**config.mk**
```make
export PLATFORM = sky130hd
export DESIGN_NAME = alcs_slave
export DESIGN_NICKNAME = d
export VERILOG_FILES = /design/src/rtl/alcs_pkg.sv /design/src/rtl/alcs_mem.sv /design/src/rtl/alcs_slave.sv
export VERILOG_INCLUDE_DIRS = /design/src /design/src/rtl
export SDC_FILE = /design/constraint.sdc
export NUM_CORES = 1
export LEC_CHECK = 0
export ABC_AREA = 1
export BUFFER_PORTS_ARGS = -buffer_cell sky130_fd_sc_hd__buf_2
export CORE_AREA = 2 2 377 379
export CTS_CLUSTER_SIZE = 10
export DETAILED_ROUTE_END_ITERATION = 6
export DIE_AREA = 0 0 379 381
export PLACE_DENSITY = 0.46
export SYNTH_ARGS = -nofsm -noshare
export SYNTH_HDL_FRONTEND = slang
export SYNTH_HIERARCHICAL = 1
export SYNTH_SLANG_ARGS = --single-unit
```
**constraint.sdc**
```tcl
create_clock -name sys_clk -period 3.7 [get_ports sys_clk]
set_input_delay 0.555 -clock sys_clk [delete_from_list [all_inputs] [get_ports sys_clk]]
set_output_delay 0.555 -clock sys_clk [all_outputs]
set_load 0.02 [all_outputs]
```
**src/rtl/alcs_regs.svh**
```systemverilog
// register offsets, field positions, reset values and sizes of the control slave
`ifndef ALCS_REGS_SVH
`define ALCS_REGS_SVH

// ****************************************
// byte offsets
// ****************************************
`define ALCS_OFF_CTRL      12'h000
`define ALCS_OFF_GIE       12'h004
`define ALCS_OFF_IER       12'h008
`define ALCS_OFF_ISR       12'h00C
`define ALCS_OFF_A         12'h010
`define ALCS_OFF_B_DATA    12'h018
`define ALCS_OFF_B_VLD     12'h01C
`define ALCS_OFF_B_ACK     12'h020
`define ALCS_OFF_C_DATA    12'h400
`define ALCS_OFF_C_VLD     12'h404
`define ALCS_OFF_MEM_BASE  12'h800

// ****************************************
// field positions
// ****************************************
`define ALCS_CTRL_START    0
`define ALCS_CTRL_DONE     1
`define ALCS_CTRL_IDLE     2
`define ALCS_CTRL_READY    3
`define ALCS_CTRL_AUTO     7
`define ALCS_ISR_DONE      0
`define ALCS_ISR_READY     1

// ****************************************
// reset values and sizes
// ****************************************
`define ALCS_ARG_RESET     32'h0000_0000
`define ALCS_MEM_AW        4
`define ALCS_MEM_WORDS     16

`endif

```
**src/rtl/alcs_pkg.sv**
```systemverilog
// types shared by the control slave and the synthesized core
package alcs_pkg;

    // ****************************************
    // core-facing signal groups
    // ****************************************
    typedef struct packed {
        logic        done;     // completion_flag pulse
        logic        idle;     // core idle level
        logic        ready;    // input_ready_flag pulse
        logic        b_ack;    // core consumed argument b
        logic        c_vld;    // core wrote argument c
        logic [31:0] c_data;   // result c
    } alcs_core_in_t;

    typedef struct packed {
        logic        start;    // run request
        logic        b_vld;    // argument b qualified
        logic [31:0] a_data;   // argument a
        logic [31:0] b_data;   // argument b
    } alcs_core_out_t;

endpackage

```
**src/rtl/alcs_mem.sv**
```systemverilog
// packed argument array: bus write port, two registered read ports
`timescale 1ns/1ps
`include "alcs_regs.svh"

module alcs_mem (
    // clock
    input  wire logic                      sys_clk,
    // bus side
    input  wire logic                      wr_en,
    input  wire logic [`ALCS_MEM_AW-1:0]   wr_addr,
    input  wire logic [31:0]               wr_data,
    input  wire logic [`ALCS_MEM_AW-1:0]   bus_addr,
    output logic      [31:0]               bus_rdata,
    // core side
    input  wire logic [`ALCS_MEM_AW-1:0]   core_addr,
    output logic      [31:0]               core_rdata
);

    logic [31:0] mem_q [`ALCS_MEM_WORDS];  // storage, four bytes per word

    // ****************************************
    // write and registered reads
    // ****************************************
    always_ff @(posedge sys_clk) begin
        if (wr_en) begin
            mem_q[wr_addr] <= wr_data;
        end
        bus_rdata  <= mem_q[bus_addr];
        core_rdata <= mem_q[core_addr];
    end

endmodule

```
**src/rtl/alcs_slave.sv**
```systemverilog
// control slave: block control, interrupt, handshaked arguments and array over apb
//
// Design decisions made here: the APB interface to the registers and the register addresses.
`timescale 1ns/1ps
`include "alcs_regs.svh"

module alcs_slave #(
    parameter bit REG_RESET = 1'b1          // build-time: reset argument registers
) (
    // clock and reset
    input  wire logic                   sys_clk,
    input  wire logic                   rst_n,
    // apb slave
    input  wire logic                   psel,
    input  wire logic                   penable,
    input  wire logic                   pwrite,
    input  wire logic [11:0]            paddr,
    input  wire logic [31:0]            pwdata,
    output logic      [31:0]            prdata,
    output logic                        pready,
    output logic                        pslverr,
    // synthesized core
    input  wire alcs_pkg::alcs_core_in_t  core_in,
    output alcs_pkg::alcs_core_out_t      core_out,
    input  wire logic [`ALCS_MEM_AW-1:0] core_mem_addr,
    output logic      [31:0]            core_mem_rdata,
    // interrupt
    output logic                        irq
);

    // ****************************************
    // address decode
    // ****************************************
    // word match on an aligned offset, used by both read and write decode
    function automatic logic hit(input logic [11:0] addr, input logic [11:0] off);
        hit = (addr[11:2] == off[11:2]);
    endfunction

    wire logic access    = psel & penable & ~pready;      // first access cycle
    wire logic done_xfer = psel & penable & pready;       // completion edge
    wire logic wr_fire   = done_xfer & pwrite;            // write takes effect
    wire logic rd_fire   = done_xfer & ~pwrite;           // read taken

    // register map: control words low, arguments above, c at explicit offset
    wire logic sel_ctrl  = hit(paddr, `ALCS_OFF_CTRL);
    wire logic sel_gie   = hit(paddr, `ALCS_OFF_GIE);
    wire logic sel_ier   = hit(paddr, `ALCS_OFF_IER);
    wire logic sel_isr   = hit(paddr, `ALCS_OFF_ISR);
    wire logic sel_a     = hit(paddr, `ALCS_OFF_A);
    wire logic sel_bdat  = hit(paddr, `ALCS_OFF_B_DATA);
    wire logic sel_bvld  = hit(paddr, `ALCS_OFF_B_VLD);
    wire logic sel_back  = hit(paddr, `ALCS_OFF_B_ACK);
    wire logic sel_cdat  = hit(paddr, `ALCS_OFF_C_DATA);
    wire logic sel_cvld  = hit(paddr, `ALCS_OFF_C_VLD);
    wire logic sel_mem   = (paddr[11:6] == 6'(`ALCS_OFF_MEM_BASE >> 6));   // array words
    wire logic mapped    = sel_ctrl | sel_gie | sel_ier | sel_isr | sel_a | sel_bdat
                         | sel_bvld | sel_back | sel_cdat | sel_cvld | sel_mem;

    // ****************************************
    // state registers
    // ****************************************
    logic        start_reg,  start_next;   // run request
    logic        auto_reg;                 // auto-restart enable
    logic        done_reg,   done_next;    // sticky completion, clear on read
    logic        idle_reg;                 // sampled core idle
    logic        ready_reg;                // sampled input ready
    logic        gie_reg;                  // global interrupt enable
    logic [1:0]  ier_reg;                  // per-event enable
    logic [1:0]  isr_reg,    isr_next;     // sticky event status
    logic [31:0] a_reg;                    // argument a
    logic [31:0] b_reg;                    // argument b data
    logic        bvld_reg,   bvld_next;    // argument b valid
    logic        back_reg,   back_next;    // argument b read acknowledge
    logic [31:0] c_reg;                    // result c
    logic        cvld_reg,   cvld_next;    // result c valid
    logic [31:0] mem_bus_rdata;            // array read for the bus

    // ****************************************
    // next-state logic
    // ****************************************
    wire logic [1:0] ev_set  = {core_in.ready, core_in.done};
    wire logic [1:0] isr_clr = (wr_fire & sel_isr) ? pwdata[1:0] : 2'h0;            // write one clears

    // start drops when core takes inputs, unless auto-restart keeps it up
    assign start_next = (wr_fire & sel_ctrl & pwdata[`ALCS_CTRL_START])
                      | (start_reg & ~(core_in.ready & ~auto_reg));
    // set wins over clear-on-read
    assign done_next  = core_in.done | (done_reg & ~(rd_fire & sel_ctrl));
    assign isr_next   = ev_set | (isr_reg & ~isr_clr);
    // master write sets valid, core consumption clears it, set wins
    assign bvld_next  = (wr_fire & sel_bvld & pwdata[0]) | (bvld_reg & ~core_in.b_ack);
    // acknowledge sticks until software reads it
    assign back_next  = core_in.b_ack | (back_reg & ~(rd_fire & sel_back));
    assign cvld_next  = core_in.c_vld | (cvld_reg & ~(rd_fire & sel_cvld));

    // ****************************************
    // read multiplexer
    // ****************************************
    wire logic [31:0] ctrl_word = {24'h00_0000, auto_reg, 3'h0, ready_reg, idle_reg, done_reg, start_reg};
    wire logic [31:0] rd_word =
        sel_ctrl ? ctrl_word :
        sel_gie  ? {31'h0000_0000, gie_reg} :
        sel_ier  ? {30'h0000_0000, ier_reg} :
        sel_isr  ? {30'h0000_0000, isr_reg} :
        sel_a    ? a_reg :
        sel_bdat ? b_reg :
        sel_bvld ? {31'h0000_0000, bvld_reg} :
        sel_back ? {31'h0000_0000, back_reg} :
        sel_cdat ? c_reg :
        sel_cvld ? {31'h0000_0000, cvld_reg} :
        sel_mem  ? mem_bus_rdata : 32'h0000_0000;

    // ****************************************
    // apb answer: pready in the second access cycle
    // ****************************************
    always_ff @(posedge sys_clk) begin
        if (!rst_n) begin
            pready  <= 1'b0;
            pslverr <= 1'b0;
            prdata  <= 32'h0000_0000;
        end else begin
            pready  <= access;
            pslverr <= access & ~mapped;                         // unmapped gets slverr
            prdata  <= (access & ~pwrite) ? rd_word : 32'h0000_0000;
        end
    end

    // ****************************************
    // block control and interrupt
    // ****************************************
    // registers share the core clock
    always_ff @(posedge sys_clk) begin
        if (!rst_n) begin
            start_reg <= 1'b0;
            auto_reg  <= 1'b0;
            done_reg  <= 1'b0;
            idle_reg  <= 1'b1;
            ready_reg <= 1'b0;
            gie_reg   <= 1'b0;
            ier_reg   <= 2'h0;
            isr_reg   <= 2'h0;
            irq       <= 1'b0;
        end else begin
            start_reg <= start_next;
            done_reg  <= done_next;
            idle_reg  <= core_in.idle;
            ready_reg <= core_in.ready;
            isr_reg   <= isr_next;
            irq       <= gie_reg & |(isr_reg & ier_reg);
            if (wr_fire & sel_ctrl) begin
                auto_reg <= pwdata[`ALCS_CTRL_AUTO];
            end
            if (wr_fire & sel_gie) begin
                gie_reg <= pwdata[0];
            end
            if (wr_fire & sel_ier) begin
                ier_reg <= pwdata[1:0];
            end
        end
    end

    // ****************************************
    // handshake flags, always reset
    // ****************************************
    always_ff @(posedge sys_clk) begin
        if (!rst_n) begin
            bvld_reg <= 1'b0;
            back_reg <= 1'b0;
            cvld_reg <= 1'b0;
        end else begin
            bvld_reg <= bvld_next;
            back_reg <= back_next;
            cvld_reg <= cvld_next;
        end
    end

    // ****************************************
    // argument data, reset only if built so
    // ****************************************
    always_ff @(posedge sys_clk) begin
        if (REG_RESET && !rst_n) begin
            a_reg <= `ALCS_ARG_RESET;
            b_reg <= `ALCS_ARG_RESET;
            c_reg <= `ALCS_ARG_RESET;
        end else begin
            if (wr_fire & sel_a) begin
                a_reg <= pwdata;
            end
            if (wr_fire & sel_bdat) begin
                b_reg <= pwdata;
            end
            if (core_in.c_vld) begin
                c_reg <= core_in.c_data;
            end
        end
    end

    // ****************************************
    // core outputs from flops
    // ****************************************
    always_ff @(posedge sys_clk) begin
        if (!rst_n) begin
            core_out <= '0;
        end else begin
            core_out.start  <= start_next;
            core_out.b_vld  <= bvld_next;                        // core stalls while low
            core_out.a_data <= (wr_fire & sel_a) ? pwdata : a_reg;
            core_out.b_data <= (wr_fire & sel_bdat) ? pwdata : b_reg;
        end
    end

    // ****************************************
    // packed argument array
    // ****************************************
    alcs_mem u_mem (
        .sys_clk    (sys_clk),
        .wr_en      (wr_fire & sel_mem),
        .wr_addr    (paddr[`ALCS_MEM_AW+1:2]),
        .wr_data    (pwdata),
        .bus_addr   (paddr[`ALCS_MEM_AW+1:2]),
        .bus_rdata  (mem_bus_rdata),
        .core_addr  (core_mem_addr),
        .core_rdata (core_mem_rdata)
    );

endmodule

```
== Word-level counts from Yosys, hierarchy flattened ==
Memory sizes are Yosys's and may differ from the RTL's. A register that Yosys moved wholly into a read port is not among the register bits.
Cells that the tools add are included.

* Muxes and demuxes: 16
* Reductions and logical operators: 4
* Bitwise logic cells: 57
* Eq/ne operators: 10

{| class="wikitable"
|+ Operators by type and width
! kind !! count
|-
| $mux W32 || 9
|-
| $mux W8 || 4
|-
| $eq A10 B3 Y1 const B || 3
|-
| $and A1 B1 Y1 || 27
|-
| $eq A10 B2 Y1 const B || 2
|-
| $eq A10 B9 Y1 const B || 2
|-
| $or A1 B1 Y1 || 15
|-
| $not A1 Y1 || 11
|-
| $eq A10 B1 Y1 const B || 1
|-
| $eq A10 B4 Y1 const B || 1
|-
| $logic_not A10 Y1 || 1
|-
| $eq A6 B6 Y1 const B || 1
|-
| $reduce_or A6 Y1 || 1
|-
| $and A2 B2 Y2 || 2
|-
| $mux W1 || 2
|-
| $mux W2 || 1
|-
| $not A2 Y2 || 1
|-
| $or A2 B2 Y2 || 1
|-
| $reduce_and A2 Y1 || 1
|-
| $reduce_or A2 Y1 || 1
|}

* Register bits: 144
* Memories: 1
* Bits in writable memories: 512
* Bits of input ports: 90
* Output and inout port bits: 133

{| class="wikitable"
|+ Memory list
! name !! words !! bits a word !! read ports !! clocked after Yosys merged registers in !! write ports !! RTL line !! RTL
|-
| u_mem.mem_q || 16 || 32 || 2 || 2 || 1 || alcs_mem.sv:19 || <nowiki>logic [31:0] mem_q [`ALCS_MEM_WORDS];</nowiki>
|}

== Depth between registers and ports, before layout ==
* Depth in word-level cells: 13
* Depth in mapped cells: 13
* Depth with buffers taken out: 13

== Modules after synthesis ==
The synthesis kept the hierarchy.

{| class="wikitable"
|+ By module, submodules not included
! module !! cells each !! sequential area each (sq um) !! instances !! area each (sq um)
|-
| alcs_mem || 3317 || 16656.0 || 1 || 28677.5
|-
| alcs_slave || 778 || 2882.8 || 1 || 6167.2
|}

== Worst setup path after synthesis ==
No wires, ideal clock.

* Kind: input to register
* Start point: in psel
* End point: mem u_mem.mem_q[12][0] (enable)
* Stages on the path: 6
* Slack: 514 ps
* Required time: 3279 ps
* Arrival time: 2765 ps
* Cell sequence: nand2_1 nor3_4 inv_2 nor2_1 nand3_1 nor2_1

* Word-level cells in the longest chain between the ends: 6

{| class="wikitable"
|+ Ends and longest elaborated chain
! element !! RTL line !! RTL
|-
| start, declared || alcs_slave.sv:14 || <nowiki>input wire logic psel,</nowiki>
|-
| $and A1 B1 Y1 (2 in a row) || alcs_slave.sv:40 || <nowiki>wire logic done_xfer = psel & penable & pready;</nowiki>
|-
| $and A1 B1 Y1 || alcs_slave.sv:41 || <nowiki>wire logic wr_fire = done_xfer & pwrite;</nowiki>
|-
| $and A1 B1 Y1 || alcs_slave.sv:217 || <nowiki>.wr_en (wr_fire & sel_mem),</nowiki>
|-
| $mux W1 || alcs_mem.sv:25 || <nowiki>if (wr_en) begin</nowiki>
|-
| $mux W1 (not written as such) || alcs_mem.sv:26 || <nowiki>mem_q[wr_addr] <= wr_data;</nowiki>
|-
| end, declared || alcs_mem.sv:19 ||
|}

Every way passes these cells.

== Final worst setup path ==
* Start point: reg pready
* End point: mem u_mem.mem_q[15][27] (enable)

* Word-level cells in the longest chain between the ends: 5

{| class="wikitable"
|+ Ends and longest elaborated chain
! element !! RTL line !! RTL
|-
| start, declared || alcs_slave.sv:20 || <nowiki>output logic pready,</nowiki>
|-
| start signal, assigned || alcs_slave.sv:122 || <nowiki>pready <= access;</nowiki>
|-
| $and A1 B1 Y1 || alcs_slave.sv:40 ||
|-
| $and A1 B1 Y1 || alcs_slave.sv:41 ||
|-
| $and A1 B1 Y1 || alcs_slave.sv:217 ||
|-
| $mux W1 || alcs_mem.sv:25 ||
|-
| $mux W1 (not written as such) || alcs_mem.sv:26 ||
|}

Every way passes these cells.

==> out/results.tsv <==
metric	value	unit
outcome	finished, final reports clean	
initial antenna violation count	4	
setup bufs post-CTS	0	
first-pass GRT wire length	183.3	mm
Slew HR	28.74	%
CTS buffer count	87	
total negative setup slack	0	ns
area share of the largest cell type after synthesis	44.12	%
drt pass-1 iters	6	
combinational share of power	8.2	%
WL final	125.5	mm
DRT antenna net count	0	
total chip power	18460	uW
LEAKAGE	0.01727	uW
port bufs	220	
r2r setup slk	1.02	ns
Final Critical Period	2.676	ns
register with the most flip-flops	u_mem/mem_q	
Place WS	0.6215	ns
library cells used by synthesis	41	
Setup Skew	0.02690	ns
min-delay worst type	in -> reg	
Ys Warns	6	
fmax	373.8	MHz
R2R Path Start	pready	
setup ws final	1.024	ns
CP top delay family	simple AND/OR/NAND/NOR gates	
root buffer cell	clkbuf_16	
htree depth	3	
clk sinks	720	
CP Buf/Inv Count	4	
Switching Share	24.94	%
Die Y-Extent	381	microns
fillers	14980	
CTS tree	done	
CP Class	reg -> reg	
CP arrival	2.96	ns
Row Count	138	
Synth area leader	edfxtp_1	
gpl congestion	0.8256	
Area Overhead vs Synth	15.48	%
critical path launch point type	flop	
die width	379	microns
maxcap violations	0	
largest net degree at the start of global routing	129	
Final Hold Viols	0	
worst skew pair latency	0.67	ns
slew at the pin closest to its max-slew limit	1.069	ns
Post-Syn Area	34840	sq um
clock slew at the register clock pins of the worst setup and hold paths	0.05	ns
Core Area	140600	sq um
Cell Chain, Critical Path	inv_1 > nor3_4 > inv_2 > nor2_1 > buf_4 > nand3_1 > nor2_4 > buf_4	
vias in the first global route	27610	
Ports	223	
total grt overflow	0	
Syn Nets	4185	
Setup-failing EPs final	0	
Worst Hold Path EP	idle_reg	
max incr delay on CP	0.45	ns
HP Start	core_in[35]	
Power Dens Cells	458.8	nW/um^2
unrepaired setup endpoints after global routing	no	
share of total power in the clock network	44.2	%
hold depth	2	
# DRC	0	
initial core utilization	24.79	%
cells after synthesis	4095	
cells on worst reg2reg path	8	
crit path capture type	flop	
Slew Limit Fails	0	
Largest register FFs	512	
Max VDD drop	0.3029	mV
Hold-fix buffers, CTS	0	
post-DR vias/cell	4.625	
register area share after synthesis	56.07	%
P_int	13860	uW
CP Max Fanout	18	
Syn Area/Cell	8.509	sq um
layout cells sized above 1	11.09	%
CP dominant cell by count	buf_4	
R2R Path End	u_mem/mem_q[15][27]	
CTS Buffer Depth	3	
fin crit share	72.31	%
Crit path depth	8	
Nets	4315	
gr usage total	17.02	%
register share of total power	47.6	%
ANT cells	0	
post-layout util	28.63	%
dominant cells by area after synthesis	edfxtp_1, nand3_1, nand2_1	
initial drt markers	2503	
CP Data Required Time	3.98	ns
CTS-repair resized insts	0	
die area	144400	sq um
Crit-path slowest cell	buf_4	
Synth Register Bits	720	
DR WL/cell	20.30	microns
DP Wirelength	73.02	mm
Psw	4605	uW
Vias	28590	
-- cells in the final DEF (no fill, tap or decap), types with 5 or more instances in the layout --
master and instances:
a21oi_1 110, a221oi_2 12, a22oi_1 12, buf_12 20, buf_2 214, buf_4 62, clkbuf_1 48, clkbuf_16 89
clkbuf_8 13, dfxtp_1 208, edfxtp_1 512, inv_1 607, inv_2 9, inv_6 6, nand2_1 1163, nand2_2 5
nand2_4 5, nand3_1 913, nand4_1 8, nor2_1 84, nor2_4 20, o211ai_1 9, o21ai_0 66, o21ai_1 62
-- kinds of logic (layout without fill, tap and decap cells) --
group	Yosys count	count (layout)	share of synthesized area, %
and+or+nand+nor	2211	2211	27.56
buffers and inverters	882	1079	11.72
DFF	720	720	56.07
AOI/OAI and AO/OA	282	282	4.650
-- per-stage QoR --
step / cell area, sq um / std cells / hold WS, ns
after floorplan: 34840 / 4095 / 0.4275
after global placement: 37600 / 6026 / 0.4535
after detailed placement: 37600 / 6026 / 0.4549
after CTS: 40240 / 6182 / 0.05872
after global routing: 40240 / 6182 / 0.07914
final: 40240 / 6182 / 0.08654
-- synthesized netlist by cell type --
master / n
a221oi_1: 1
inv_6: 2
a22o_1: 1
nand2_1: 1163
nand3_2: 1
nor3_1: 2
a211oi_1: 1
nand3b_1: 2
or2_2: 1
a22oi_1: 12
nor2_8: 1
a21oi_1: 110
a31oi_1: 4
nor2_2: 4
o21ai_0: 66
nand4_1: 8
o2111ai_1: 1
nor2_1: 100
nor3_4: 1
clkinv_2: 1
o211ai_1: 9
clkbuf_1: 30
buf_2: 113
inv_1: 611
buf_4: 22
o21ai_1: 62
inv_2: 8
nand2_2: 5
edfxtp_1: 512
nor2_4: 4
a221oi_2: 12
buf_6: 68
a21boi_1: 1
dfxtp_1: 208
nand3_1: 913
or2_0: 1
buf_8: 2
a211oi_2: 2
buf_1: 23
inv_4: 2
nand2_4: 5
-- worst max-delay path by stage --
stage	start	end
finish	pready	u_mem/mem_q[15][27]
global route	pready	u_mem/mem_q[13][4]
CTS	pready	u_mem/mem_q[13][7]
detailed placement	paddr[9]	u_mem/mem_q[13][9]
global placement	paddr[9]	u_mem/mem_q[13][9]
floorplan	psel	u_mem/mem_q[12][0]
-- per-layer routing --
metal / global-route usage, % / share of wire (%) / wire length, microns
met1: 21.82 / 41 / 52000
met2: 29.13 / 49 / 62090
met3: 2.190 / 5.8 / 7256
met4: 6.114 / 3.3 / 4147
met5: 0 / 0.018 / 22
-- power by group through the flow --
stage	Sequential (uW)	Clock [uW]	Combinational, uW
after floorplan	8980	0	853
after global placement	8960	0	1520
after detailed placement	8960	0	1520
after CTS	8800	8340	1530
after global routing	8800	8620	1650
final	8790	8160	1510
-- worst register-to-register path, delay by kind of cell, from the launching register on --
| family | cells | cell delay, ns |
|---|---|---|
| buffers and inverters | 4 | 0.84 |
| AND/OR/NAND/NOR | 4 | 1.08 |
| flip-flops | 1 | 0.37 |
-- final cells by class --
cell class	count	area [sq um]	share of cell area, %
multi-input combinational	2493	11340	28.19
tap	1890	2365	5.877
clock inverter	8	83.83	0.2083
sequential	720	19540	48.56
timing repair buffer	299	1976	4.910
inverter	624	2375	5.902
clock buffer	148	2559	6.359
No activity file was read; power rests on OpenSTA's default activity.
